`src/rtl/pin_mux_pkg.sv`:
```
// constants for the preset pin multiplexer
package pin_mux_pkg;

	// ------------------------------------------
	// register offsets
	// ------------------------------------------
	localparam logic [7:0] ADDR_GCFG1  = 8'h01;
	localparam logic [7:0] ADDR_PFS1   = 8'h10;
	localparam logic [7:0] ADDR_PFS2   = 8'h11;
	localparam logic [7:0] ADDR_PFS3   = 8'h12;
	localparam logic [7:0] ADDR_PFS4   = 8'h13;
	localparam logic [7:0] ADDR_PRESET = 8'h14;

	// ------------------------------------------
	// field positions
	// ------------------------------------------
	localparam int SETUP_DONE_BIT = 5;
	localparam int VOLT_ID_BIT    = 7;
	localparam int OPT_BITS       = 5;

	// ------------------------------------------
	// values after reset
	// ------------------------------------------
	localparam logic [7:0] GCFG1_RST  = 8'h00;
	localparam logic [4:0] PRESET_RST = 5'h01;

	// ------------------------------------------
	// preset patterns, option 1 is the reset value
	// ------------------------------------------
	localparam logic [7:0] OPT1_PFS1 = 8'h7F;
	localparam logic [7:0] OPT1_PFS2 = 8'hCE;
	localparam logic [7:0] OPT1_PFS3 = 8'h42;
	localparam logic [7:0] OPT1_PFS4 = 8'hAC;
	localparam logic [7:0] OPT2_PFS1 = 8'h7F;
	localparam logic [7:0] OPT2_PFS2 = 8'hCC;
	localparam logic [7:0] OPT2_PFS3 = 8'h28;
	localparam logic [7:0] OPT2_PFS4 = 8'hAC;
	localparam logic [7:0] OPT3_PFS1 = 8'h1E;
	localparam logic [7:0] OPT3_PFS2 = 8'h00;
	localparam logic [7:0] OPT3_PFS3 = 8'h12;
	localparam logic [7:0] OPT3_PFS4 = 8'h5C;

endpackage

```
`src/rtl/easy_config_pin_mux.sv`:
```
// preset pin configuration registers and pin function decode
`timescale 1ns/1ps
`default_nettype none

module easy_config_pin_mux
	import pin_mux_pkg::*;
(
	// clock and reset
	input  wire logic       mclk_i,
	input  wire logic       rst_n_i,
	input  wire logic       ce_i,
	// register port
	input  wire logic       reg_wr_i,
	input  wire logic       reg_rd_i,
	input  wire logic [7:0] reg_addr_i,
	input  wire logic [7:0] reg_wdata_i,
	output logic      [7:0] reg_rdata_o,
	// monitoring gate
	output logic            monitor_en_o,
	// pin functions
	output logic      [7:0] fan_speed_in_en_o,
	output logic      [3:0] fan_drive_out_en_o,
	output logic      [1:0] remote_diode_en_o,
	output logic      [1:0] termination_sense_en_o,
	output logic      [1:0] core_voltage_en_o,
	output logic      [1:0] regulator_overheat_en_o,
	output logic      [2:0] v12_en_o,
	output logic            v5_en_o,
	output logic            v3v3_en_o,
	output logic            v2v5_en_o,
	output logic            v1v8_en_o,
	output logic            v1v2_en_o,
	output logic            v0v9_en_o,
	output logic            battery_voltage_en_o,
	output logic      [1:0] v1v5_gpio_en_o,
	output logic      [1:0] thermal_io_en_o,
	output logic            chassis_intrusion_en_o,
	output logic            fan_full_speed_in_en_o,
	output logic            voltage_id_inputs_en_o
);
	import pin_mux_pkg::*;

	// ------------------------------------------
	// registers
	// ------------------------------------------
	logic [7:0]          gcfg1_ff;
	logic [7:0]          pfs1_ff;
	logic [7:0]          pfs2_ff;
	logic [7:0]          pfs3_ff;
	logic [7:0]          pfs4_ff;
	logic [OPT_BITS-1:0] preset_ff;
	logic [2:0]          opt_sel;
	logic                wr;

	assign wr = ce_i && reg_wr_i;

	// lowest set option bit wins
	always_comb begin
		opt_sel = 3'h0;
		for (int i = OPT_BITS - 1; i >= 0; i--) begin
			if (reg_wdata_i[i]) begin
				opt_sel = 3'(i + 1);
			end
		end
	end

	always_ff @(posedge mclk_i) begin
		if (!rst_n_i) begin
			gcfg1_ff <= GCFG1_RST;
		end else if (wr && reg_addr_i == ADDR_GCFG1) begin
			gcfg1_ff <= reg_wdata_i;
		end
	end

	always_ff @(posedge mclk_i) begin
		if (!rst_n_i) begin
			preset_ff <= PRESET_RST;
		end else if (wr && reg_addr_i == ADDR_PRESET) begin
			preset_ff <= reg_wdata_i[OPT_BITS-1:0];
		end
	end

	// preset load or single register override
	always_ff @(posedge mclk_i) begin
		if (!rst_n_i) begin
			pfs1_ff <= OPT1_PFS1;
			pfs2_ff <= OPT1_PFS2;
			pfs3_ff <= OPT1_PFS3;
			pfs4_ff <= OPT1_PFS4;
		end else if (wr && reg_addr_i == ADDR_PRESET) begin
			case (opt_sel)
				3'h1: begin
					pfs1_ff <= OPT1_PFS1;
					pfs2_ff <= OPT1_PFS2;
					pfs3_ff <= OPT1_PFS3;
					pfs4_ff <= OPT1_PFS4;
				end
				3'h2: begin
					pfs1_ff <= OPT2_PFS1;
					pfs2_ff <= OPT2_PFS2;
					pfs3_ff <= OPT2_PFS3;
					pfs4_ff <= OPT2_PFS4;
				end
				3'h3: begin
					pfs1_ff <= OPT3_PFS1;
					pfs2_ff <= OPT3_PFS2;
					pfs3_ff <= OPT3_PFS3;
					pfs4_ff <= OPT3_PFS4;
				end
				// options 4 and 5 leave the pins as they are
				default: begin
					pfs1_ff <= pfs1_ff;
				end
			endcase
		end else if (wr) begin
			case (reg_addr_i)
				ADDR_PFS1: pfs1_ff <= reg_wdata_i;
				ADDR_PFS2: pfs2_ff <= reg_wdata_i;
				ADDR_PFS3: pfs3_ff <= reg_wdata_i;
				ADDR_PFS4: pfs4_ff <= reg_wdata_i;
				default:   pfs1_ff <= pfs1_ff;
			endcase
		end
	end

	// ------------------------------------------
	// read port, unmapped reads give zero
	// ------------------------------------------
	always_ff @(posedge mclk_i) begin
		if (!rst_n_i) begin
			reg_rdata_o <= 8'h00;
		end else if (ce_i && reg_rd_i) begin
			case (reg_addr_i)
				ADDR_GCFG1:  reg_rdata_o <= gcfg1_ff;
				ADDR_PFS1:   reg_rdata_o <= pfs1_ff;
				ADDR_PFS2:   reg_rdata_o <= pfs2_ff;
				ADDR_PFS3:   reg_rdata_o <= pfs3_ff;
				ADDR_PFS4:   reg_rdata_o <= pfs4_ff;
				ADDR_PRESET: reg_rdata_o <= {3'h0, preset_ff};
				default:     reg_rdata_o <= 8'h00;
			endcase
		end
	end

	// ------------------------------------------
	// pin function decode
	// ------------------------------------------
	logic       volt_id;
	logic [7:0] nxt_tach;
	logic [3:0] nxt_pwm;
	logic [1:0] nxt_therm;
	logic [1:0] nxt_gpio;

	assign volt_id = pfs1_ff[VOLT_ID_BIT];

	// tach 1..4 share pins with volt-id inputs
	genvar g;
	generate
		for (g = 0; g < 4; g++) begin : g_tach
			assign nxt_tach[g] = pfs1_ff[4-g] && !volt_id;
		end
	endgenerate

	assign nxt_tach[4] = pfs1_ff[0];
	assign nxt_tach[5] = pfs2_ff[7];
	assign nxt_tach[6] = pfs2_ff[3];
	assign nxt_tach[7] = pfs2_ff[2];
	assign nxt_pwm[0]  = pfs4_ff[3] && !volt_id;
	assign nxt_pwm[1]  = pfs4_ff[2] && !volt_id;
	assign nxt_pwm[2]  = 1'b1;
	assign nxt_pwm[3]  = pfs2_ff[6];
	assign nxt_therm[0] = pfs4_ff[7] && !volt_id;
	assign nxt_therm[1] = pfs4_ff[5];
	assign nxt_gpio[0] = pfs4_ff[7:6] == 2'b01 && !volt_id;
	assign nxt_gpio[1] = pfs4_ff[5:4] == 2'b01;

	always_ff @(posedge mclk_i) begin
		if (!rst_n_i) begin
			fan_speed_in_en_o       <= 8'h00;
			fan_drive_out_en_o      <= 4'h0;
			thermal_io_en_o         <= 2'h0;
			v1v5_gpio_en_o          <= 2'h0;
			voltage_id_inputs_en_o  <= 1'b0;
			remote_diode_en_o       <= 2'h0;
			termination_sense_en_o  <= 2'h0;
			core_voltage_en_o       <= 2'h0;
			regulator_overheat_en_o <= 2'h0;
			v12_en_o                <= 3'h0;
			v5_en_o                 <= 1'b0;
			v3v3_en_o               <= 1'b0;
			v2v5_en_o               <= 1'b0;
			v1v8_en_o               <= 1'b0;
			v1v2_en_o               <= 1'b0;
			v0v9_en_o               <= 1'b0;
			battery_voltage_en_o    <= 1'b0;
			chassis_intrusion_en_o  <= 1'b0;
			fan_full_speed_in_en_o  <= 1'b0;
		end else if (ce_i) begin
			fan_speed_in_en_o      <= nxt_tach;
			fan_drive_out_en_o     <= nxt_pwm;
			thermal_io_en_o        <= nxt_therm;
			v1v5_gpio_en_o         <= nxt_gpio;
			voltage_id_inputs_en_o <= volt_id;
			remote_diode_en_o <= {pfs1_ff[5], pfs1_ff[6]};
			termination_sense_en_o <= ~{pfs1_ff[5], pfs1_ff[6]};
			v0v9_en_o <= !pfs1_ff[5];
			core_voltage_en_o[0] <= pfs2_ff[1:0] == 2'b00;
			core_voltage_en_o[1] <= pfs3_ff[7:6] == 2'b00;
			v1v8_en_o <= !pfs1_ff[6] || pfs2_ff[1:0] == 2'b10;
			v2v5_en_o <= pfs3_ff[7:6] == 2'b01;
			regulator_overheat_en_o[0] <= pfs3_ff[5];
			regulator_overheat_en_o[1] <= pfs3_ff[3];
			v3v3_en_o <= !pfs2_ff[6] || pfs3_ff[5:4] == 2'b00;
			v1v2_en_o <= pfs3_ff[5:4] == 2'b01;
			battery_voltage_en_o <= pfs3_ff[3:2] == 2'b00;
			v12_en_o <= {!pfs2_ff[2], !pfs2_ff[7], !pfs1_ff[0]};
			v5_en_o  <= !pfs2_ff[3];
			chassis_intrusion_en_o <= pfs3_ff[1];
			fan_full_speed_in_en_o <= !pfs3_ff[1];
		end
	end

	// monitoring starts only once setup is declared done
	always_ff @(posedge mclk_i) begin
		if (!rst_n_i) begin
			monitor_en_o <= 1'b0;
		end else if (ce_i) begin
			monitor_en_o <= gcfg1_ff[SETUP_DONE_BIT];
		end
	end
endmodule

`default_nettype wire

```
`config.mk`:
```
export PLATFORM = sky130hd
export DESIGN_NAME = easy_config_pin_mux
export DESIGN_NICKNAME = d
export VERILOG_FILES = /design/src/rtl/pin_mux_pkg.sv /design/src/rtl/easy_config_pin_mux.sv
export SDC_FILE = /design/constraint.sdc
export NUM_CORES = 1
export LEC_CHECK = 0
export ABC_CLOCK_PERIOD_IN_PS = 2200
export BUFFER_PORTS_ARGS = -buffer_cell sky130_fd_sc_hd__buf_2
export CAP_MARGIN = 15
export CORE_MARGIN = 4
export CORE_UTILIZATION = 39
export CTS_CLUSTER_DIAMETER = 30
export DETAILED_ROUTE_END_ITERATION = 8
export SLEW_MARGIN = 0
export SYNTH_ARGS = -nofsm -noshare
export SYNTH_HDL_FRONTEND = slang
export SYNTH_SLANG_ARGS = --single-unit
export TNS_END_PERCENT = 20
```
`constraint.sdc`:
```
create_clock -name mclk_i -period 2.2 [get_ports mclk_i]
set_input_delay 0.11 -clock mclk_i [delete_from_list [all_inputs] [get_ports mclk_i]]
set_output_delay 0.11 -clock mclk_i [all_outputs]
set_load 0.01 [all_outputs]
```
# --- Word-level counts from Yosys, hierarchy flattened ---
# Cells that the tools add are included.
classes:
  add_sub_neg: 0
  n_mul: 0
  div_mod_pow: 0
  n_lt_le_gt_ge: 0
  n_eq_ne: 16
  shifts: 0
  muxes: 22
  n_bitwise: 1
  reduce_logical: 37
ops:
  columns: ["cell", "count"]
  rows:
  - ["8-bit 2-to-1 mux", 12]
  - ["8-bit case mux with 3 select lines", 2]
  - ["8-bit case mux with 6 select lines", 1]
  - ["8-bit by 5-bit equality test with 1-bit output, second input constant", 5]
  - ["8-bit case mux with 2 select lines", 2]
  - ["3-bit 2-to-1 mux", 5]
  - ["1-bit logical AND", 12]
  - ["3-bit AND reduction", 4]
  - ["2-bit nonzero test", 5]
  - ["1-bit zero test", 9]
  - ["2-bit by 1-bit equality test with 1-bit output, second input constant", 4]
  - ["8-bit by 1-bit equality test with 1-bit output, second input constant", 1]
  - ["2-bit zero test", 4]
  - ["3-bit by 2-bit equality test with 1-bit output, second input constant", 2]
  - ["4-bit by 1-bit inequality test with 1-bit output, second input constant", 1]
  - ["3-bit by 1-bit equality test with 1-bit output, second input constant", 1]
  - ["3-bit by 2-bit inequality test with 1-bit output, second input constant", 1]
  - ["2-bit equality test, second input constant", 1]
  - ["1-bit logical OR", 2]
  - ["2-bit inverter", 1]
  - ["2-bit OR reduction", 1]
totals:
  reg_bits: 91
  latch_bits: 0
  ram_bits: 0
  mem_bits_ro: 0
  input_bits: 21
  output_inout_bits: 46
  wordCells: 103
  memories: 0

# --- Longest topological paths before layout ---
# Gate-level depths: netlist of the first run.
depth:
  depth_word: 9
  depth_mapped: 7
  ltp_nobuf: 4

# --- Worst setup path before layout of the first run ---
# OpenSTA, ideal clock, no wires.
synth_path:
  kind: "in2reg"
  from: "input reg_addr_i[5]"
  to: "register pfs3_ff[1]"
  setup_ns: 0.122
  arrival_time_ns: 1.752
  required_time_ns: 2.078
  setup_slack_ns: 0.326
  cell_stages: 5
  path_buffers: 2
  path_cell_list: "or4_4 -> buf_6 -> or4_4 -> buf_6 -> a221o_1"
synth_via:
  elab_chain_len: 4
  elab_cells_between_ends: 8
  classes_between: "3 x eq/ne; 1 x mux; 4 x reduce/logical"
synth_lines:
  columns: ["item", "line_no", "source"]
  rows:
  - ["start, declared", "easy_config_pin_mux.sv:15", "input wire logic [7:0] reg_addr_i,"]
  - ["8-bit by 5-bit equality test with 1-bit output", "easy_config_pin_mux.sv:90", "end else if (wr && reg_addr_i == ADDR_PRESET) begin"]
  - ["1-bit logical AND", "easy_config_pin_mux.sv:90", null]
  - ["4-bit by 1-bit inequality test with 1-bit output (no line) / 2-bit nonzero test (equally long branches)", null, null]
  - ["3-bit AND reduction (no line)", null, null]
  - ["end signal, assigned", "easy_config_pin_mux.sv:119", "ADDR_PFS3: pfs3_ff <= reg_wdata_i;"]
  - ["end, declared", "easy_config_pin_mux.sv:49", "logic [7:0] pfs3_ff;"]
# Parallel ways exist; a longest one is shown, timed or not.
# A chain may end at the register's enable or synchronous reset.

# --- Worst setup path after layout of the first run ---
layout_path:
  from: "input reg_addr_i[5]"
  to: "register pfs1_ff[7]"
layout_via:
  elab_chain_len: 4
  elab_cells_between_ends: 8
  classes_between: "3 x eq/ne; 1 x mux; 4 x reduce/logical"
layout_lines:
  columns: ["item", "line_no", "source"]
  rows:
  - ["8-bit by 5-bit equality test with 1-bit output", "easy_config_pin_mux.sv:90", null]
  - ["1-bit logical AND", "easy_config_pin_mux.sv:90", null]
  - ["3-bit by 2-bit inequality test with 1-bit output (no line) / 2-bit nonzero test (equally long branches)", null, null]
  - ["3-bit AND reduction (no line)", null, null]
  - ["end signal, assigned", "easy_config_pin_mux.sv:112", "pfs1_ff <= pfs1_ff;"]
  - ["end signal, assigned", "easy_config_pin_mux.sv:117", "ADDR_PFS1: pfs1_ff <= reg_wdata_i;"]
  - ["end signal, assigned", "easy_config_pin_mux.sv:121", "default: pfs1_ff <= pfs1_ff;"]
  - ["end, declared", "easy_config_pin_mux.sv:47", "logic [7:0] pfs1_ff;"]
# Parallel ways exist; a longest one is shown, timed or not.

==> summary.md, run 1 <==
| Metric | Value |
|---|---|
| Outcome | `finished, final reports clean` |
| Flip-flop and latch count after synthesis | `90` |
| Post-synth cell types | `48` |
| Number of global-route vias before repair | `3492` |
| Number of max-slew violations in the final report | `0` |
| Worst min path class | `input port to register` |
| Yosys warning total | `0` |
| DRC marker count from the first detailed-route iteration | `232` |
| Power Dens Cells | `698 nW/um^2` |
| Fraction of registers with async set or reset after synthesis | `0` |
| Post-layout minimum cycle time | `roughly 1.6 ns` |
| Worst-path cell chain | `buf_2, or4_4, nor4_1, buf_4, mux2i_1, nor2_1` |
| Postcts setup bufs | `0` |
| Area of the core | `approximately 10000 sq um` |
| Estimated wirelength of the detail-placed design | `8230 um` |
| Fraction of final layout cells with drive strength greater than 1 | `0.215` |
| Lkg Pwr | `between 1.5 and 2 nW` |
| Fin util | `0.476` |
| Required arrival time at the worst endpoint | `2.43 ns` |
| Root buffer selected by CTS | `clkbuf_8` |
| Overflow left after global routing | `0` |
| CP startpoint kind | `input port` |
| Main area contributors after synthesis | `dfxtp_1 45%, mux2i_1 12%, o21ai_0 4.6%` |
| Delay of the slowest critical-path stage | `0.61 ns` |
| Clock Skew | `~0.0086 ns` |
| Post-synth top area share | `0.452` |
| Arrival @ worst endpoint | `around 1.9 ns` |
| Area of the die | `11900 sq um` |
| TritonCTS clock tree | `yes` |
| Part of the Yosys area used for sequential elements | `0.452` |
| Placement Rows | `36` |
| Most common library cell in the layout ignoring fill and taps | `dfxtp_1` |
| Post-CTS Hold Buffers | `0` |
| TritonRoute pass-1 iters | `5` |
| Worst setup timing slack at the placement stage | `0.233 ns` |
| Final antenna-violating net count | `0` |
| Number of buffers created by CTS | `9` |
| Cell taking the most area after synthesis | `dfxtp_1` |
| Count of mapped cells out of synthesis | `448` |
| Post-CTS sizing | `0` |
| Final setup violating endpoints | `0` |
| Worst slew margin relative to its limit | `0.581` |
| Maximum number of pins on one net before global-route repair | `61` |
| Setup TNS | `0 ns` |
| Worst setup path class | `input port to register` |
| DRC violation count after routing | `0` |
| Critical-path top delay cell | `or4_4` |
| Post-place instance area | `~4500 sq um` |
| Antenna violations before repair | `0` |
| Via Count | `roughly 3500` |
| Number of hold violations in the final report | `0` |
| Clock H-tree levels | `3` |
| Commonest register cell after synthesis | `dfxtp_1` |
| Vias per Instance | `between 5 and 6` |
| Worst-skew pair later-pin latency | `about 0.37 ns` |
| Wire length of the first global-routing pass | `18700 um` |
| Total power after layout | `3.28 mW` |
| Synthesized cell area | `3980 sq um` |
| Total number of nets in the final design | `528` |
| Routed wire per std cell | `17.9 um` |
| Net count after synthesis | `approximately 470` |
| Starting density of the core | `0.404` |
| Final RePlAce weighted congestion | `approximately 0.9` |
| Overall routed net length | `around 12000 um` |
| Final setup slack of the worst path | `about 0.6 ns` |
| Cell area after layout | `4690 sq um` |
| Number of enable flip-flop cells after synthesis | `0` |
| RSZ-0062 raised after global routing | `no` |
| Crit share post-route | `0.734` |
| GR Util All Layers | `0.206` |
| Average cell area after synthesis | `8.89 sq um` |
| # port buffers | `66` |
| Syn-to-layout area delta | `17.8%` |
| Horizontal die dimension | `about 110 um` |
| Bufs on Longest Clock Path | `2` |
| Crit-path max FO | `10` |
| Kind of capture point of the worst setup path | `register` |
| Clk sinks | `90` |
| Maximum resistive drop on vdd | `0.347 mV` |
| Overall die height | `109 um` |
| Worst Max-Slew Pin Slew | `0.628 ns` |
| Max-cap violations | `0` |
| Top-level I/O count | `67` |
| Highest-count cells in the layout ignoring fill and taps | `90 x dfxtp_1, 66 x buf_2, 47 x nor2_1` |
| CTS clk-pin slew, worst paths | `0.08 ns` |
| Highest achievable clock rate | `between 0.6 and 0.7 GHz` |
| Diodes inserted | `0` |
power breakdown:
part / leakage, nW / switching, mW / internal (mW)
clock: 0.116 / 0.586 / 0.698
sequential: 0.734 / 0.0167 / 1.66
combinational: 1.10 / 0.195 / 0.115
layer usage:
layer / vias up / track usage / routed length [um] / share of wire
li1: 1731 / - / - / -
met5: - / 0 / 0 / 0
met4: 0 / 0.0848 / 257 / 0.022
met1: 1706 / 0.271 / 5210 / 0.45
met2: 85 / 0.329 / 5590 / 0.48
met3: 17 / 0.0444 / 484 / 0.042
metrics by stage:
| stage | instances | hold WS, ns |
|---|---|---|
| after floorplan | 448 | 0.244 |
| after global placement | 629 | 0.408 |
| after detailed placement | 629 | 0.410 |
| after CTS | 644 | 0.0260 |
| after global routing | 644 | 0.0295 |
| final | 644 | 0.0355 |
cell type report:
cell class | instances | area, sq um
Clock buffer | 11 | 151
Clock inverter | 4 | 73.8
Fill cell | 983 | 5170
Inverter | 6 | 22.5
Multi-Input combinational cell | 315 | 2000
Sequential cell | 90 | 1800
Tap cell | 133 | 166
Timing Repair Buffer | 85 | 473
registers in the layout, indices dropped and copies added (netlist names), 2 cells and up:
register and flops:
fan_speed_in_en_o 8, gcfg1_ff 8, pfs1_ff 8, pfs2_ff 8
pfs3_ff 8, pfs4_ff 8, reg_rdata_o 8, preset_ff 5
fan_drive_out_en_o 4, v12_en_o 3, core_voltage_en_o 2, regulator_overheat_en_o 2
remote_diode_en_o 2, termination_sense_en_o 2, thermal_io_en_o 2, v1v5_gpio_en_o 2
Yosys cell counts, types with 2 or more instances:
library cell / n
a21oi_1: 36
buf_2: 3
mux2i_1: 46
buf_1: 5
or4_4: 2
inv_1: 5
o21ai_0: 37
o31ai_1: 2
o211ai_1: 14
clkbuf_1: 26
and4_1: 2
nand2_1: 32
o221a_2: 3
dfxtp_1: 90
nand4b_1: 2
buf_6: 2
o2bb2ai_1: 10
nor2b_1: 4
nor2_1: 47
or3_1: 2
nor3b_1: 2
nand4_1: 5
nand2b_1: 17
nand3b_1: 11
nor4_1: 4
nand3_1: 10
a221oi_1: 5
nor3_1: 3
a31oi_1: 2
cell families after synthesis:
kind of cell,synth area share
flops,0.452
simple gates,0.193
compound gates,0.190
buf+inv,0.0462
mux,0.116
xor+xnor,0.00220
worst max-delay path: cells and delay by family:
| family | cells | cell delay (ns) |
|---|---|---|
| buf+inv | 2 | 0.34 |
| mux | 1 | 0.18 |
| simple gates | 3 | 1.22 |
path summary, 6_finish.rpt:
path / from / endpoint / slack [ns] / cells after the start
max: reg_addr_i[5] / pfs1_ff[7] / 0.59 / 6
min: reg_wdata_i[7] / gcfg1_ff[7] / 0.04 / 3
max reg2reg: pfs3_ff[4] / reg_rdata_o[4] / 0.97 / 4
min reg2reg: preset_ff[3] / preset_ff[3] / 0.46 / 2
Power figures use the tool's default switching activity.
==> inputs of run 2 (changes only) <==
Settings changed: ABC_CLOCK_PERIOD_IN_PS 2200 to 1540.
Clock period 2.2 ns to 1.54 ns, I/O delays scaled along.
==> summary.md, run 2 (synthesis results as in run 1) <==
| Metric | Value |
|---|---|
| Wire length of the first global-routing pass | `19600 um (+5.1%)` |
| Postcts setup bufs | `0 (unchanged)` |
| DRC marker count from the first detailed-route iteration | `224 (-3.4%)` |
| Overall die height | `109 um (unchanged)` |
| Worst-skew pair later-pin latency | `0.36 ns (about the same)` |
| Lkg Pwr | `2.14 nW (+9.8%)` |
| TritonCTS clock tree | `yes` |
| Post-layout minimum cycle time | `about 1.4 ns` |
| Area of the die | `11900 sq um (unchanged)` |
| Multi-input logic area | `2020 sq um (+0.69%)` |
| Syn-to-layout area delta | `26.4%` |
| Diodes inserted | `0 (unchanged)` |
| Worst-path cell chain | `buf_2, or4_4, or4_1, buf_4, a21oi_2, o21ai_1` |
| Maximum number of pins on one net before global-route repair | `32 (-48%)` |
| Clock H-tree levels | `3 (unchanged)` |
| Total number of nets in the final design | `572 (+8.3%)` |
| RSZ-0062 raised after global routing | `no` |
| Arrival @ worst endpoint | `1.66 ns (-0.19 ns)` |
| Final RePlAce weighted congestion | `0.885 (-1.2%)` |
| Clock Skew | `0.00712 ns (-0.00146 ns)` |
| CTS clk-pin slew, worst paths | `0.09 ns (about the same)` |
| Crit share post-route | `0.914` |
| HP Start | `reg_wdata_i[5]` |
| Power Dens Cells | `871 nW/um^2 (+25%)` |
| Worst slew margin relative to its limit | `0.723 (+0.142)` |
| Starting density of the core | `0.404 (unchanged)` |
| Antenna violations before repair | `0 (unchanged)` |
| Max-cap violations | `0 (unchanged)` |
| Required arrival time at the worst endpoint | `1.80 ns (-0.63 ns)` |
| Horizontal die dimension | `109 um (unchanged)` |
| GR Util All Layers | `0.220 (+0.0133)` |
| Maximum resistive drop on vdd | `0.472 mV (+36%)` |
| Outcome | `finished, final reports clean` |
| Vias per Instance | `5.37 (-2.3%)` |
| Number of buffers created by CTS | `9 (unchanged)` |
| Overall routed net length | `12700 um (+9.9%)` |
| Fraction of final layout cells with drive strength greater than 1 | `0.279 (+0.0635)` |
| Overflow left after global routing | `0 (unchanged)` |
| Setup TNS | `0 ns (unchanged)` |
| Placement Rows | `36 (unchanged)` |
| Highest-count cells in the layout ignoring fill and taps | `90 x dfxtp_1, 66 x buf_2, 57 x buf_4` |
| DRC violation count after routing | `0 (unchanged)` |
| Via Count | `3698 (+4.5%)` |
| Worst setup path class | `input port to register` |
| Root buffer selected by CTS | `clkbuf_8` |
| Share of total power in combinational logic | `0.122 (+0.027)` |
| Final antenna-violating net count | `0 (unchanged)` |
| Bufs on Longest Clock Path | `2 (unchanged)` |
| Number of global-route vias before repair | `3489 (-0.086%)` |
| Sequential Power Share | `0.548 (+0.035)` |
| Worst Max-Slew Pin Slew | `0.412 ns (-0.217 ns)` |
| Worst min path class | `input port to register` |
| Kind of capture point of the worst setup path | `register` |
| Relative contribution of the clock network to total power | `0.331 (-0.061)` |
| Number of max-slew violations in the final report | `0 (unchanged)` |
| Clk sinks | `90 (unchanged)` |
| Total internal power | `3.20 mW (+29%)` |
| # port buffers | `66 (unchanged)` |
| Placed Cells incl. Taps | `671 (+6.7%)` |
| First element of the critical path | `reg_addr_i[5]` |
| Crit-path max FO | `8 (-2)` |
| Register cell area after layout | `1800 sq um (unchanged)` |
| Proportion of total power due to net switching | `0.272 (+0.0285)` |
| Area of the core | `9860 sq um (unchanged)` |
| Final std cells w/o fill | `689 (+7.0%)` |
| TritonRoute pass-1 iters | `5 (unchanged)` |
| Routed wire per std cell | `18.4 um (+2.7%)` |
| Startpoint of the lowest-slack register-to-register path | `pfs3_ff[4]` |
| Estimated wirelength of the detail-placed design | `9690 um (+18%)` |
| Number of inserted filler cells in the final layout | `964 (-1.9%)` |
| CP startpoint kind | `input port` |
| Net switching power | `1.19 mW (+50%)` |
| Delay of the slowest critical-path stage | `0.56 ns (-0.05 ns)` |
| Critical-path top delay cell | `or4_4` |
| Top-level I/O count | `67 (unchanged)` |
| Number of hold violations in the final report | `0 (unchanged)` |
| Final setup violating endpoints | `0 (unchanged)` |
| Highest achievable clock rate | `0.710 GHz` |
| Most common library cell in the layout ignoring fill and taps | `dfxtp_1` |
[run 2: cell count changes in the layout (fill, tap and decap cells not counted), sizes merged]
cell / delta
clkinvlp: +3
clkinv: +1
dlygate4sd3: +2
clkbuf: -1
bufinv: -2
buf: +42
[run 2: path summary, 6_finish.rpt]
kind                    endpoint  depth (start not counted)  slack [ns]
setup / recovery      pfs1_ff[5]                          6        0.13
hold / removal        pfs3_ff[5]                          3        0.02
setup reg to reg  reg_rdata_o[4]                          4        0.31
hold reg to reg     preset_ff[4]                          2        0.46
[run 2: repair_timing]
action,CTS,global route
hold endpoints to repair,3,0
hold buffers,2,0
resized for setup,0,0
[run 2: power groups by stage]
stage               logic [mW]  registers [mW]  clock network [mW]
floorplan                0.248            2.48                   0
global placement         0.526            2.46                   0
detailed placement       0.529            2.46                   0
CTS                      0.533            2.40                1.49
global route             0.575            2.41                1.59
finish                   0.534            2.40                1.45
[run 2: critical path: cells and delay by family]
kind | cells | cell delay [ns]
AO/OA/AOI/OAI | 2 | 0.19
AND/OR/NAND/NOR | 2 | 1.10
buffers and inverters | 2 | 0.29
[run 2: through the flow]
step           utilization  area [sq um]  hold WS, ns  setup slack (ns)  power [mW]
2_1_floorplan            -          4010        0.211            -0.159        2.73
3_3_place_gp         0.491          4850        0.351            -0.205        2.98
3_5_place_dp         0.491          4850        0.358            -0.255        2.99
4_1_cts              0.511          5040      0.00451             0.152        4.43
5_1_grt              0.511          5040       0.0191            0.0586        4.58
6_report             0.511          5040       0.0172             0.132        4.39
[run 2: metal layers]
metal	global-route usage	routed length, um	up-vias
met1	0.298	5810	1760
met2	0.348	5960	107
met4	0.0766	265	0
met3	0.0438	646	20
li1	-	-	1811
met5	0	0	-
[run 2: layout make-up]
type                    count  share of cell area
clock buffers              10              0.0253
clock inverters             6             0.00820
inverters                   6             0.00447
multi-input cells         315               0.401
flip-flops and latches     90               0.358
well taps                 133              0.0330
repair buffers            129               0.170
